==> config.mk <==
export PLATFORM = sky130hd
export DESIGN_NAME = cwu_top
export DESIGN_NICKNAME = d
export VERILOG_FILES = /design/src/cwu_pkg.sv /design/src/cwu_top.sv
export SDC_FILE = /design/constraint.sdc
export NUM_CORES = 1
export LEC_CHECK = 0
export BUFFER_PORTS_ARGS = -buffer_cell sky130_fd_sc_hd__buf_2
export CAP_MARGIN = 25
export CORE_ASPECT_RATIO = 0.7
export CORE_UTILIZATION = 55
export DETAILED_ROUTE_END_ITERATION = 6
export PLACE_DENSITY = 0.81
export RECOVER_POWER = 25
export SYNTH_ARGS = -nofsm -noshare
export SYNTH_HDL_FRONTEND = slang
export SYNTH_SLANG_ARGS = --single-unit
==> constraint.sdc <==
create_clock -name mclk -period 2.7 [get_ports mclk]
set_clock_uncertainty 0.05 [all_clocks]
set_input_delay 0 -clock mclk [delete_from_list [all_inputs] [get_ports mclk]]
set_output_delay 0 -clock mclk [all_outputs]
set_load 0.01 [all_outputs]
==> src/cwu_pkg.sv <==
// constants and types for the complementary waveform unit
package cwu_pkg;
    // register byte offsets
    localparam logic [4:0] OFS_MAIN     = 5'h00;
    localparam logic [4:0] OFS_OVERRIDE = 5'h04;
    localparam logic [4:0] OFS_SHUTDOWN = 5'h08;
    localparam logic [4:0] OFS_RISE_DB  = 5'h0C;
    localparam logic [4:0] OFS_FALL_DB  = 5'h10;
    localparam logic [4:0] OFS_STATUS   = 5'h14;
    // main control fields
    localparam int B_UNIT_ENABLE  = 7;
    localparam int B_OUT_B_ENABLE = 6;
    localparam int B_OUT_A_ENABLE = 5;
    localparam int B_OUT_B_INVERT = 4;
    localparam int B_OUT_A_INVERT = 3;
    localparam int B_CLOCK_SELECT = 0;
    // override and source fields
    localparam int B_LVL_B_LO = 6;
    localparam int B_LVL_A_LO = 4;
    localparam int B_SRC_LO   = 0;
    // shutdown control fields
    localparam int B_SHUTDOWN_FLAG = 7;
    localparam int B_AUTO_RESTART  = 6;
    localparam int B_SD_CMP_TWO    = 3;
    localparam int B_SD_CMP_ONE    = 2;
    localparam int B_SD_FAULT      = 1;
    localparam int B_SD_CELL_TWO   = 0;
    // sampled input vector positions; 0..7 equal the source select codes
    localparam int IN_CMP_TWO  = 0;
    localparam int IN_CMP_ONE  = 1;
    localparam int IN_CELL_TWO = 8;
    localparam int IN_FAULT    = 9;
    localparam int IN_WIDTH    = 10;
    // override level encodings
    localparam logic [1:0] OVR_HIGH     = 2'h3;
    localparam logic [1:0] OVR_LOW      = 2'h2;
    localparam logic [1:0] OVR_FLOAT    = 2'h1;
    localparam logic [1:0] OVR_INACTIVE = 2'h0;
    // reset values
    localparam logic [7:0] RST_MAIN     = 8'h00;
    localparam logic [7:0] RST_OVERRIDE = 8'h00;
    localparam logic [7:0] RST_SHUTDOWN = 8'h00;
    localparam logic [5:0] RST_DB       = 6'h00;
    // source activity window in generator ticks, and fast tick divider
    localparam logic [7:0] ACT_SPAN     = 8'hFF;
    localparam int         FAST_DIV_DEF = 2;

    typedef enum logic [2:0] {
        PH_IDLE   = 3'b000,
        PH_RWAIT  = 3'b001,
        PH_A_ON   = 3'b010,
        PH_FWAIT  = 3'b011,
        PH_B_ON   = 3'b100
    } cwu_phase_t;
endpackage : cwu_pkg

==> src/cwu_top.sv <==
// complementary waveform unit with dead band, shutdown and register slave
// Behaviour
// keeps running during sleep while clocked
// requests fast oscillator when enabled, selected, active
// software configures with pins as inputs first
// software starts via auto-restart or clearing flag
// shutdown drives override levels, polarity ignored except for the inactive level
// auto-restart bit chooses software or automatic restart
// flag clear ignored while enabled source asserted
// overrides hold until next input rising edge
// auto-restart clears flag when sources inactive
// enable bit; disabled unit releases both pins
// output enable bits release pin when clear
// polarity bits invert active waveform
// bit zero selects generator clock tick
// B override field has four encodings
// A override field same encodings as B
// three-bit field selects input source
// shutdown flag readable, write one forces it
// comparator shutdown enables, high active
// fault pin low, logic cell high shutdown
// shutdown sources level sensed, flag sticks
// dead band counts ticks up to count value
// rise: B off now, A after rise band
// fall: A off now, B after fall band
// inputs synchronised, one tick uncertainty
// enable starts with both drives cleared
`timescale 1ns/1ps
`default_nettype none
module cwu_top
    import cwu_pkg::*;
#(
    parameter int FAST_DIV = FAST_DIV_DEF
) (
    input  wire logic        mclk,                      // 25 MHz clock
    input  wire logic        srst,                      // sync reset, high
    input  wire logic [4:0]  avs_address,               // byte address
    input  wire logic        avs_read,                  // read request
    input  wire logic        avs_write,                 // write request
    input  wire logic [31:0] avs_writedata,             // write data
    input  wire logic [3:0]  avs_byteenable,            // byte lanes
    output logic [31:0]      avs_readdata,              // read data
    output logic             avs_waitrequest,           // stall
    input  wire logic        comparator_one_output,     // source / fault
    input  wire logic        comparator_two_output,     // source / fault
    input  wire logic [3:0]  pulse_width_outputs,       // pwm sources 1..4
    input  wire logic        numeric_oscillator_output, // source
    input  wire logic        logic_cell_one_output,     // source
    input  wire logic        logic_cell_two_output,     // fault source
    input  wire logic        external_fault_pin_n,      // fault, low active
    output logic             output_a_o,                // pin A level
    output logic             output_a_oe,               // pin A drive enable
    output logic             output_b_o,                // pin B level
    output logic             output_b_oe,               // pin B drive enable
    output logic             fast_osc_keep              // keep oscillator on
);
    typedef struct packed {
        logic             unit_enable;
        logic             out_b_enable;
        logic             out_a_enable;
        logic             out_b_invert;
        logic             out_a_invert;
        logic             clock_select;
        logic [1:0]       out_b_override_level;
        logic [1:0]       out_a_override_level;
        logic [2:0]       input_source_select;
        logic             shutdown_flag;
        logic             auto_restart_enable;
        logic [3:0]       shutdown_enables;
        logic [5:0]       rising_deadband_count;
        logic [5:0]       falling_deadband_count;
        logic [IN_WIDTH-1:0] sync1;
        logic [IN_WIDTH-1:0] sync2;
        logic             src_prev;
        cwu_phase_t       phase;
        logic [5:0]       cnt;
        logic             hold;
        logic [7:0]       div;
        logic [7:0]       act;
        logic             osc_keep;
        logic             waitreq;
        logic [7:0]       rdata;
        logic             a_o;
        logic             a_oe;
        logic             b_o;
        logic             b_oe;
    } cwu_state_t;

    cwu_state_t state_reg;
    cwu_state_t state_next;

    logic [IN_WIDTH-1:0] raw_in;
    logic                src_now;
    logic                rise_ev;
    logic                fall_ev;
    logic                src_hit;
    logic                ovr_on;
    logic                run_gate;
    logic                tick;
    logic                acc;
    logic                wr_ok;
    logic                sw_set;
    logic                sw_clr;
    logic [7:0]          wd;
    logic [1:0]          pin_a;
    logic [1:0]          pin_b;

    // returns {drive enable, level} for one output pin
    function automatic logic [1:0] pin_drive(input logic en, input logic oe,
                                             input logic ovr, input logic [1:0] lvl,
                                             input logic drv, input logic inv);
        logic [1:0] res;
        res = 2'b00;
        if (en && oe) begin
            if (!ovr) begin
                res = {1'b1, drv ^ inv};
            end else begin
                case (lvl)
                    OVR_HIGH:  res = 2'b11;
                    OVR_LOW:   res = 2'b10;
                    OVR_FLOAT: res = 2'b00;
                    default:   res = {1'b1, inv};
                endcase
            end
        end
        return res;
    endfunction : pin_drive

    assign raw_in = {external_fault_pin_n, logic_cell_two_output, logic_cell_one_output,
                     numeric_oscillator_output, pulse_width_outputs,
                     comparator_one_output, comparator_two_output};

    // only the second sampling stage is read by any logic
    assign src_now = state_reg.sync2[state_reg.input_source_select];
    assign rise_ev = src_now && !state_reg.src_prev;
    assign fall_ev = !src_now && state_reg.src_prev;
    assign src_hit = (state_reg.shutdown_enables[B_SD_CMP_TWO] && state_reg.sync2[IN_CMP_TWO])
                   | (state_reg.shutdown_enables[B_SD_CMP_ONE] && state_reg.sync2[IN_CMP_ONE])
                   | (state_reg.shutdown_enables[B_SD_FAULT] && !state_reg.sync2[IN_FAULT])
                   | (state_reg.shutdown_enables[B_SD_CELL_TWO]
                      && state_reg.sync2[IN_CELL_TWO]);
    assign ovr_on   = state_reg.shutdown_flag || state_reg.hold;
    // a held override lets the very rising edge that releases it start a cycle
    assign run_gate = state_reg.unit_enable && !state_reg.shutdown_flag
                      && !(state_reg.hold && !rise_ev);
    assign tick     = !state_reg.clock_select || (state_reg.div == 8'h00);
    assign acc      = !state_reg.waitreq;
    assign wr_ok    = acc && avs_write && avs_byteenable[0];
    assign wd       = avs_writedata[7:0];
    assign sw_set   = wr_ok && (avs_address == OFS_SHUTDOWN) && wd[B_SHUTDOWN_FLAG];
    assign sw_clr   = wr_ok && (avs_address == OFS_SHUTDOWN) && !wd[B_SHUTDOWN_FLAG];

    always_comb begin
        state_next       = state_reg;
        state_next.sync1 = raw_in;
        state_next.sync2 = state_reg.sync1;
        state_next.src_prev = src_now;

        // bus slave: one stall cycle, then a one-cycle acknowledge
        state_next.waitreq = !(state_reg.waitreq && (avs_read || avs_write));
        if (state_reg.waitreq) begin
            case (avs_address)
                OFS_MAIN:     state_next.rdata = {state_reg.unit_enable,
                                                  state_reg.out_b_enable,
                                                  state_reg.out_a_enable,
                                                  state_reg.out_b_invert,
                                                  state_reg.out_a_invert, 2'b00,
                                                  state_reg.clock_select};
                OFS_OVERRIDE: state_next.rdata = {state_reg.out_b_override_level,
                                                  state_reg.out_a_override_level, 1'b0,
                                                  state_reg.input_source_select};
                OFS_SHUTDOWN: state_next.rdata = {state_reg.shutdown_flag,
                                                  state_reg.auto_restart_enable, 2'b00,
                                                  state_reg.shutdown_enables};
                OFS_RISE_DB:  state_next.rdata = {2'b00, state_reg.rising_deadband_count};
                OFS_FALL_DB:  state_next.rdata = {2'b00, state_reg.falling_deadband_count};
                OFS_STATUS:   state_next.rdata = {2'b00, state_reg.osc_keep,
                                                  state_reg.phase, state_reg.hold,
                                                  state_reg.src_prev};
                default:      state_next.rdata = 8'h00;
            endcase
        end
        if (wr_ok) begin
            case (avs_address)
                OFS_MAIN: begin
                    state_next.unit_enable  = wd[B_UNIT_ENABLE];
                    state_next.out_b_enable = wd[B_OUT_B_ENABLE];
                    state_next.out_a_enable = wd[B_OUT_A_ENABLE];
                    state_next.out_b_invert = wd[B_OUT_B_INVERT];
                    state_next.out_a_invert = wd[B_OUT_A_INVERT];
                    state_next.clock_select = wd[B_CLOCK_SELECT];
                end
                OFS_OVERRIDE: begin
                    state_next.out_b_override_level = wd[B_LVL_B_LO+:2];
                    state_next.out_a_override_level = wd[B_LVL_A_LO+:2];
                    state_next.input_source_select  = wd[B_SRC_LO+:3];
                end
                OFS_SHUTDOWN: begin
                    state_next.auto_restart_enable = wd[B_AUTO_RESTART];
                    state_next.shutdown_enables    = wd[3:0];
                end
                OFS_RISE_DB: state_next.rising_deadband_count  = wd[5:0];
                OFS_FALL_DB: state_next.falling_deadband_count = wd[5:0];
                default: ;
            endcase
        end

        // shutdown flag: any set beats any clear in the same cycle
        if (src_hit || sw_set) begin
            state_next.shutdown_flag = 1'b1;
        end else if (sw_clr || state_reg.auto_restart_enable) begin
            state_next.shutdown_flag = 1'b0;
        end

        // override stays until the first rising edge after the flag drops
        if (state_reg.shutdown_flag) begin
            state_next.hold = 1'b1;
        end else if (rise_ev) begin
            state_next.hold = 1'b0;
        end

        // dead-band tick divider for the fast clock choice
        if (state_reg.div >= 8'(FAST_DIV - 1)) begin
            state_next.div = 8'h00;
        end else begin
            state_next.div = state_reg.div + 8'h01;
        end

        // source activity window for the oscillator keep-alive
        if (rise_ev || fall_ev) begin
            state_next.act = ACT_SPAN;
        end else if (tick && state_reg.act != 8'h00) begin
            state_next.act = state_reg.act - 8'h01;
        end
        // no sleep input gates anything: the unit just runs on its clock
        state_next.osc_keep = state_reg.unit_enable && state_reg.clock_select
                              && (state_reg.act != 8'h00);

        if (!run_gate) begin
            state_next.phase = PH_IDLE;
            state_next.cnt   = 6'h00;
        end else if (rise_ev) begin
            state_next.cnt   = 6'h00;
            state_next.phase = (state_reg.rising_deadband_count == 6'h00) ? PH_A_ON
                                                                         : PH_RWAIT;
        end else if (fall_ev) begin
            state_next.cnt   = 6'h00;
            state_next.phase = (state_reg.falling_deadband_count == 6'h00) ? PH_B_ON
                                                                          : PH_FWAIT;
        end else if (tick) begin
            case (state_reg.phase)
                PH_RWAIT: begin
                    if (state_reg.cnt + 6'h01 == state_reg.rising_deadband_count) begin
                        state_next.phase = PH_A_ON;
                    end else begin
                        state_next.cnt = state_reg.cnt + 6'h01;
                    end
                end
                PH_FWAIT: begin
                    if (state_reg.cnt + 6'h01 == state_reg.falling_deadband_count) begin
                        state_next.phase = PH_B_ON;
                    end else begin
                        state_next.cnt = state_reg.cnt + 6'h01;
                    end
                end
                PH_IDLE, PH_A_ON, PH_B_ON: ;
                default: state_next.phase = PH_IDLE;
            endcase
        end

        pin_a = pin_drive(state_reg.unit_enable, state_reg.out_a_enable, ovr_on,
                          state_reg.out_a_override_level, state_reg.phase == PH_A_ON,
                          state_reg.out_a_invert);
        pin_b = pin_drive(state_reg.unit_enable, state_reg.out_b_enable, ovr_on,
                          state_reg.out_b_override_level, state_reg.phase == PH_B_ON,
                          state_reg.out_b_invert);
        state_next.a_oe = pin_a[1];
        state_next.a_o  = pin_a[0];
        state_next.b_oe = pin_b[1];
        state_next.b_o  = pin_b[0];
    end

    always_ff @(posedge mclk) begin
        if (srst) begin
            state_reg <= '0;
            state_reg.waitreq <= 1'b1;
            {state_reg.unit_enable, state_reg.out_b_enable, state_reg.out_a_enable,
             state_reg.out_b_invert, state_reg.out_a_invert} <= RST_MAIN[7:3];
            state_reg.clock_select <= RST_MAIN[0];
            {state_reg.out_b_override_level, state_reg.out_a_override_level}
                <= RST_OVERRIDE[7:4];
            state_reg.input_source_select <= RST_OVERRIDE[2:0];
            {state_reg.shutdown_flag, state_reg.auto_restart_enable} <= RST_SHUTDOWN[7:6];
            state_reg.shutdown_enables <= RST_SHUTDOWN[3:0];
            state_reg.rising_deadband_count  <= RST_DB;
            state_reg.falling_deadband_count <= RST_DB;
        end else begin
            state_reg <= state_next;
        end
    end

    assign avs_readdata    = {24'h00_0000, state_reg.rdata};
    assign avs_waitrequest = state_reg.waitreq;
    assign output_a_o      = state_reg.a_o;
    assign output_a_oe     = state_reg.a_oe;
    assign output_b_o      = state_reg.b_o;
    assign output_b_oe     = state_reg.b_oe;
    assign fast_osc_keep   = state_reg.osc_keep;
endmodule : cwu_top
`default_nettype wire

==> results list, run 1 <==
* Clock latency at the later pin of the worst-skew pair: 0.35 ns
- Aggregate negative setup slack: 0 ns
- The netlist uses 51 different library cells.
- Routed vias/inst: 5.56
* Cell depth of the worst flop-to-flop path: 10
* Final hold viol count: 0
- The die is 76.6 um tall.
* Total congestion overflow after global routing: 0
- Leading area contributor after synthesis: dfxtp_1
- Summing all multi-input logic gate instances after layout gives 2260 sq um.
* Predominant post-synthesis flop cell: dfxtp_1
- The first global-routing pass estimated 16.1 mm of wire.
- Average detailed-routed wire length per instance: 15.5 um
- Global placer's final weighted congestion: 0.919
- Post-synthesis to final-layout area growth: 14.4%
- Number of flip-flops under the largest register name: 68
- Proportion of layout cells with a drive suffix above 1: 13.6%
- The worst setup path is of the flop to flop kind.
* Max Cap Viol: 0
- Measured along the x axis, the die boundary spans 109 um.
* Power per cell area: 621 nW/um^2
* Initial core utilization: 58.5%
* First element of the critical path: state_reg[79]
- Antenna Cells: 0
- Category of the worst setup path launch point: flop
- The detailed router finished its first iteration with 379 violations.
- The longest clock path from root to sink contains 2 buffers.
- The max-slew violation total from the final report came to 0.
* Residual DRC: 0
* Antenna Violating Nets Remaining: 0
- Area of the die: 8320 sq um
- The endpoint identified for the worst register-to-register timing path is state_reg[32].
- Buffers inserted during post-CTS setup optimization: 0
- Reg-to-reg slack, setup: 0.26 ns
- Setup violations remaining at the end of the flow were counted as 0.
- In this run, synthesis inferred 0 flip-flops with an integrated enable.
- Class of the tightest hold or removal check: input pin to flop
- For the worst setup path, the data arrival time is 2.62 ns.
* Net count reported at finish: 602
- Synthesized instance count: 487
* Number of antenna violations at the first check in global routing: 0
- CTS built an H-tree with a depth of 3.
- For this run, the detailed router's first-pass iteration total came to 7.
- # rows: 26
- At the worst endpoint, the required time is 2.88 ns.
- TritonCTS buffer count: 9
- Entering global routing, the biggest net connects 72 pins.
* Startpoint of the worst register-to-register path: state_reg[79]
* Pre-CTS setup slack: 0.216 ns
- The via count of the first global-routing pass is 3240.
- Of all nets on the critical path, the largest fanout is 7.
- Crit path time final: 2.44 ns
* Leak: 1.93 nW
* Sequential Area: 1840 sq um
* RSZ-0062 raised after global routing: no
- Yosys attributes the largest share of cell area to dfxtp_1 (42%), mux2i_1 (5.9%), a21oi_1 (5.5%).
* Yosys warnings: 0
- Yosys top cell area share: 42.1%
- After detailed routing, the total wire length is 9.95 mm.
- Headroom to the max-slew limit came out at 7.68%.
* Run status: complete, no violations
- Post-synthesis instance area: 4370 sq um
- Setup slack on the critical path of the routed design comes to 0.255 ns.
- Sequential element share of the synthesized area: 42.1%
* Final design utilization: 66.9%
* Fraction of the cycle the final worst path needs: 90.5%
- Number of input and output port buffers inserted: 41
- Capturing element of the worst setup path: state_reg[32]
- Actual slew at the worst max-slew pin: 1.38 ns
* Clk sink count: 92
- Vias: 3564
- In this run the count of I/O pins placed on the die edge is 93.
* Critical Path Sink Type: flop
- The tree is rooted in a clkbuf_16.
* Area of the core: 7480 sq um
* Clock transition time at the flip-flop clock pins of the worst setup and hold paths: 0.07 ns
- Share of async-settable or async-resettable flops after synthesis: 0%
- Max Freq: 409 MHz
- After synthesis the netlist holds a flip-flop and latch count of 92.
* Syn Area/Cell: 8.98 sq um
- Global routing consumed, over all layers together, 25.3% of the routing resources.
* Post-detail-place hpwl: 6.98 mm
- Peak supply drop: 0.000512 V
- Fillers: 602
- CTS tree: yes
[where the power goes]
part	internal (W)	switching, W
clock	0.000674	0.000533
sequential	0.00143	0.0000550
combinational	0.000189	0.000224
[worst min-delay path by stage]
stage                                      from             end  slack (ns)  cells after the start
after detailed placement  comparator_one_output  state_next[42]        0.16                      2
after global routing                       srst     output_b_oe        0.11                      4
final                                      srst     output_a_oe        0.09                      4
after floorplan           comparator_two_output  state_next[41]        0.08                      1
after CTS                                  srst     output_a_oe       0.007                      4
after global placement    logic_cell_one_output  state_next[48]        0.16                      2
[stage by stage]
| stage | power [W] | cell area, sq um | cells | hold slack, ns |
|---|---|---|---|---|
| floorplan | 0.00183 | 4480 | 515 | 0.0782 |
| global placement | 0.00188 | 4520 | 605 | 0.156 |
| detailed placement | 0.00190 | 4520 | 605 | 0.163 |
| CTS | 0.00312 | 5010 | 641 | 0.00697 |
| global route | 0.00323 | 5000 | 641 | 0.112 |
| finish | 0.00311 | 5000 | 641 | 0.0917 |
[layout make-up]
class,instances,share of cell area [%]
Inverter,15,1.13
Clock buffer,11,5.05
Clock inverter,5,0.725
Timing Repair Buffer,66,8.65
Sequential cell,92,36.8
Multi-Input combinational cell,354,45.2
Tap cell,98,2.45
[cells by family (layout without fill, tap and decap cells)]
family / after synthesis / after routing / synth area share (%)
buffers and inverters: 69 / 97 / 8.67
muxes: 35 / 35 / 8.78
and+or+nand+nor: 170 / 170 / 19.4
xor gates and xnor gates: 24 / 24 / 5.75
adders and majority gates: 9 / 9 / 2.57
DFF: 92 / 92 / 42.1
other: 1 / 29 / 0.0857
AOI/OAI and AO/OA: 87 / 87 / 12.7
[synth_stat cells (14+ instances only)]
cell / n
a21oi_1: 48
a22oi_1: 15
buf_4: 32
clkbuf_1: 21
dfxtp_1: 92
inv_1: 14
mux2i_1: 26
nand2_1: 42
nand3_1: 20
nor2_1: 45
nor2b_1: 23
xnor2_1: 14
[layer usage]
layer  share of wire (%)  vias to the layer above  global-route usage [%]
met3                 9.2                       17                    6.67
met2                  44                      188                    37.0
met1                  45                     1639                    35.9
met4                 1.5                        0                    8.38
met5                   0                        -                       0
li1                    -                     1720                       -
[cell usage in the layout, fill, tap and decap left out, types with 8 or more instances in the layout]
cell type | synthesis | routed
a21oi_1 | 48 | 48
a22oi_1 | 15 | 15
a31oi_1 | 8 | 8
buf_2 | 0 | 35
clkbuf_16 | 0 | 9
conb_1 | 1 | 29
dfxtp_1 | 92 | 92
dlygate4sd3_1 | 0 | 20
ha_1 | 9 | 9
inv_1 | 14 | 14
mux2i_1 | 26 | 26
nand2_1 | 42 | 42
nand3_1 | 20 | 20
nor2_1 | 45 | 44
nor2b_1 | 23 | 23
nor3_1 | 8 | 8
xnor2_1 | 14 | 14
[worst max-delay path: stages (launching register included)]
cell and delay [ns]:
dfxtp_1 0.43, mux4_2 0.53, mux2i_1 0.26, inv_1 0.08, ha_1 0.22, inv_1 0.11, a21oi_1 0.12, nand2_1 0.23
nor2_2 0.13, nand2_1 0.10, mux2i_1 0.06
[repair_timing]
action,4_1_cts,5_1_grt
endpoints found under the hold margin,41,0
hold buffers,20,0
gates resized for setup,0,1
endpoints found under the setup margin,0,6
Power figures use the tool's default switching activity.
==> run 2, diff against run 1 <==
--- a/config.mk
+++ b/config.mk
@@ -5,12 +5,12 @@
 export SDC_FILE = /design/constraint.sdc
 export NUM_CORES = 1
 export LEC_CHECK = 0
-export BUFFER_PORTS_ARGS = -buffer_cell sky130_fd_sc_hd__buf_2
+export BUFFER_PORTS_ARGS = -buffer_cell sky130_fd_sc_hd__buf_4
 export CAP_MARGIN = 25
 export CORE_ASPECT_RATIO = 0.7
-export CORE_UTILIZATION = 55
+export CORE_UTILIZATION = 49
 export DETAILED_ROUTE_END_ITERATION = 6
-export PLACE_DENSITY = 0.81
+export PLACE_DENSITY = 0.77
 export RECOVER_POWER = 25
 export SYNTH_ARGS = -nofsm -noshare
 export SYNTH_HDL_FRONTEND = slang
==> constraint.sdc (replaced) <==
create_clock -name mclk -period 2.2 [get_ports mclk]
set_clock_uncertainty 0.05 [all_clocks]
set_input_delay 0 -clock mclk [delete_from_list [all_inputs] [get_ports mclk]]
set_output_delay 0 -clock mclk [all_outputs]
set_load 0.01 [all_outputs]
==> run 2 against run 1 <==
  * Flip-flop and latch count is the same
  * Register-to-register slack lost 0.22 ns
  * Maximum frequency grew 13%
  * First-iteration DRC count shrank 23%
  * Critical endpoint is now state_reg[39]
  * Largest cell class unchanged
  * Count of clock-buffer cells in the layout shrank 1
==> results list, run 2 (same netlist as run 1, synthesis figures left out) <==
* TritonRoute pass-1 iters: 5 (-2)
- Leak: 2.07 nW (+7.3%)
- Clock latency at the later pin of the worst-skew pair: 0.35 ns (about the same)
- Antenna Cells: 0 (unchanged)
- The half-perimeter wire length of the detailed placement result is 7.03 mm (+0.70%).
- Met1 usage in global routing: 30.0% (-5.9 points)
* Antenna Violating Nets Remaining: 0 (unchanged)
* Global placer's final weighted congestion: 0.955 (+3.9%)
- Fraction of the cycle the final worst path needs: 98.6% (+8.1 points)
- The ratio of cells with drive above 1 in the final layout is 19.7% (+6.1 points).
- Traced cell by cell, the critical path runs through or4_4, o41ai_4, buf_4, buf_4, a31oi_1, nor2_2, nand2_1, a31oi_2.
- The effective utilization at floorplan is 51.2% (-7.3 points).
- The area of the core came to 8550 sq um (+14%).
- The worst endpoint data arrival time is 2.38 ns (-0.24 ns).
- The area growth from synthesis to layout is 23.6%.
- The worst-case headroom to the max-slew limit was 62.0% (+54 points).
* Part of the total power dissipated in combinational logic: 14.6% (+1.3 points)
- # setup viols final: 0 (unchanged)
* Number of flip-flops under the largest register name: 68 (unchanged)
- TritonCTS buffer count: 9 (unchanged)
- STA classifies the critical path endpoint as a flop.
- Area of the die: 9320 sq um (+12%)
- Inst Count DP: 642 (+6.1%)
- Routed vias/inst: 5.29 (-4.9%)
- Portion of total power attributed to sequential cells: 46.1% (-1.7 points)
* Pin count of the biggest net entering global routing: 40 (-44%)
- The worst slack at placement came to -0.00633 ns (-0.222 ns).
- The total global routing track utilization is 22.3% (-3.0 points).
- The I/O pin total is 93 (unchanged).
- Class of the tightest hold or removal check: input pin to flop
- The routed length per instance came to 14.9 um (-3.8%).
* Sw frac: 26.0% (-0.11 points)
- STA classifies the critical path startpoint as a flop.
- Number of levels the H-tree was split into: 3 (unchanged)
- Post-route non-filler standard cell count: 683 (+6.6%)
- The aggregate negative setup slack was 0 ns (unchanged).
- The top fanout value on the critical path is 4 (-3).
* Total congestion overflow after global routing: 0 (unchanged)
- The proportion of power drawn by the clock network is 39.3% (+0.4 points).
- The clock edge transition at the registers on the reported setup and hold paths is 0.06 ns (about the same).
- TritonCTS built the clock tree.
- The power density over the cells came to 732 nW/um^2 (+18%).
* Number of global-route vias before repair: 3261 (+0.65%)
- The detailed router's first-iteration violation count was 293 (-23%).
- Buffers and inverters on the worst path: 2 (unchanged)
- The final critical path time including I/O delays and setup was 2.17 ns (-0.275 ns).
* Met3 capacity usage during global routing: 5.37% (-1.3 points)
- The end-of-flow core utilization is 63.3% (-3.6 points).
- Actual slew at the worst max-slew pin: 0.570 ns (-0.815 ns)
* Max Freq: 461 MHz (+13%)
* Number of max-slew violations in the final report: 0 (unchanged)
- The slowest stage of the critical path belongs to the cell or4_4.
- The y dimension of the die is 81.1 um (+5.8%).
* Total wirelength of the detailed-routed design: 10.2 mm (+2.5%)
* Most common library cell in the layout ignoring fill and taps: dfxtp_1
- The maximum cell stage delay along the critical path came to 0.55 ns (+0.02 ns).
- The final-report hold violation count was 0 (unchanged).
- The run finished with clean final reports.
- The net switching power of the design came to 0.00103 W (+27%).
- The required time at the worst-slack endpoint was 2.41 ns (-0.47 ns).
- Worst Slack Setup Final: 0.0309 ns (-0.225 ns)
- First-pass GRT wire length: 15.8 mm (-2.0%)
- The initial antenna violation count is 0 (unchanged).
- The number of DRC violations after detailed routing is 0 (unchanged).
- The die boundary width came to 115 um (+5.8%).
* Vias: 3613 (+1.4%)
* CP delay by family, top: simple AND/OR/NAND/NOR gates
- Number of input and output port buffers inserted: 41 (unchanged)
- The tree is rooted in a clkbuf_16.
- Clk sink count: 92 (unchanged)
- The count of standard-cell rows was 28 (+7.7%).
- Setup repair after global routing could not meet its margin everywhere.
- GRT busiest layer: met2
- Net count reported at finish: 622 (+3.3%)
- Peak supply drop: 0.000412 V (-20%)
- Internal power contribution: 0.00293 W (+28%)
* Max Cap Viol: 0 (unchanged)
- Clk buf depth: 2 (unchanged)
- Most frequent cells in the layout: dfxtp_1 (88), buf_4 (56), a21oi_1 (46)
* Worst setup path class: flop to flop
- Critical Path Most Common Cell: buf_4
- The global routing met2 resource utilization is 34.9% (-2.1 points).
run 2: area by class of cell:
cell class,instances,area (sq um)
Sequential cell,92,1850
Inverter,15,61.3
Tap cell,120,150
Timing Repair Buffer,86,664
Clock buffer,10,229
Fill cell,725,3140
Clock inverter,6,70.1
Multi-Input combinational cell,354,2380
run 2: repair_timing:
action	CTS	global route
pin swaps	0	8
hold endpoints to repair	43	0
setup buffers	1	3
hold buffers	21	0
setup endpoints to repair	9	10
resized for setup	4	25
run 2: power by group through the flow:
stage	clock [W]	sequential, W	combinational, W
after floorplan	0	0.00184	0.000399
after global placement	0	0.00185	0.000470
after detailed placement	0	0.00186	0.000492
after CTS	0.00158	0.00182	0.000528
after global routing	0.00164	0.00184	0.000634
final	0.00155	0.00183	0.000578
run 2: worst register-to-register path: cells and delay by family (launching register included):
kind                   cells  cell delay, ns
AOI/OAI and AO/OA          3            0.71
buffers and inverters      2            0.30
DFF                        1            0.30
and+or+nand+nor            3            0.74
run 2: final timing paths:
| kind | cells after the start | startpoint | end | slack (ns) |
|---|---|---|---|---|
| max | 8 | state_reg[28] | state_reg[39] | 0.03 |
| min | 4 | avs_address[2] | state_reg[64] | 0.15 |
| max reg2reg | 8 | state_reg[28] | state_reg[39] | 0.03 |
| min reg2reg | 1 | state_next[49] | state_reg[49] | 0.39 |
run 2: metal layers:
| layer | wire [um] | part of all wire [%] |
|---|---|---|
| met1 | 4570 | 45 |
| met4 | 159 | 1.6 |
| met2 | 4710 | 46 |
| met5 | 0 | 0 |
| met3 | 756 | 7.4 |
run 2: per-stage QoR:
stage,total power [W],hold slack (ns),cell area (sq um)
4_1_cts,0.00393,0.129,5310
3_5_place_dp,0.00235,0.165,4770
6_report,0.00396,0.150,5410
3_3_place_gp,0.00232,0.159,4770
5_1_grt,0.00411,0.167,5410
2_1_floorplan,0.00224,0.0782,4490
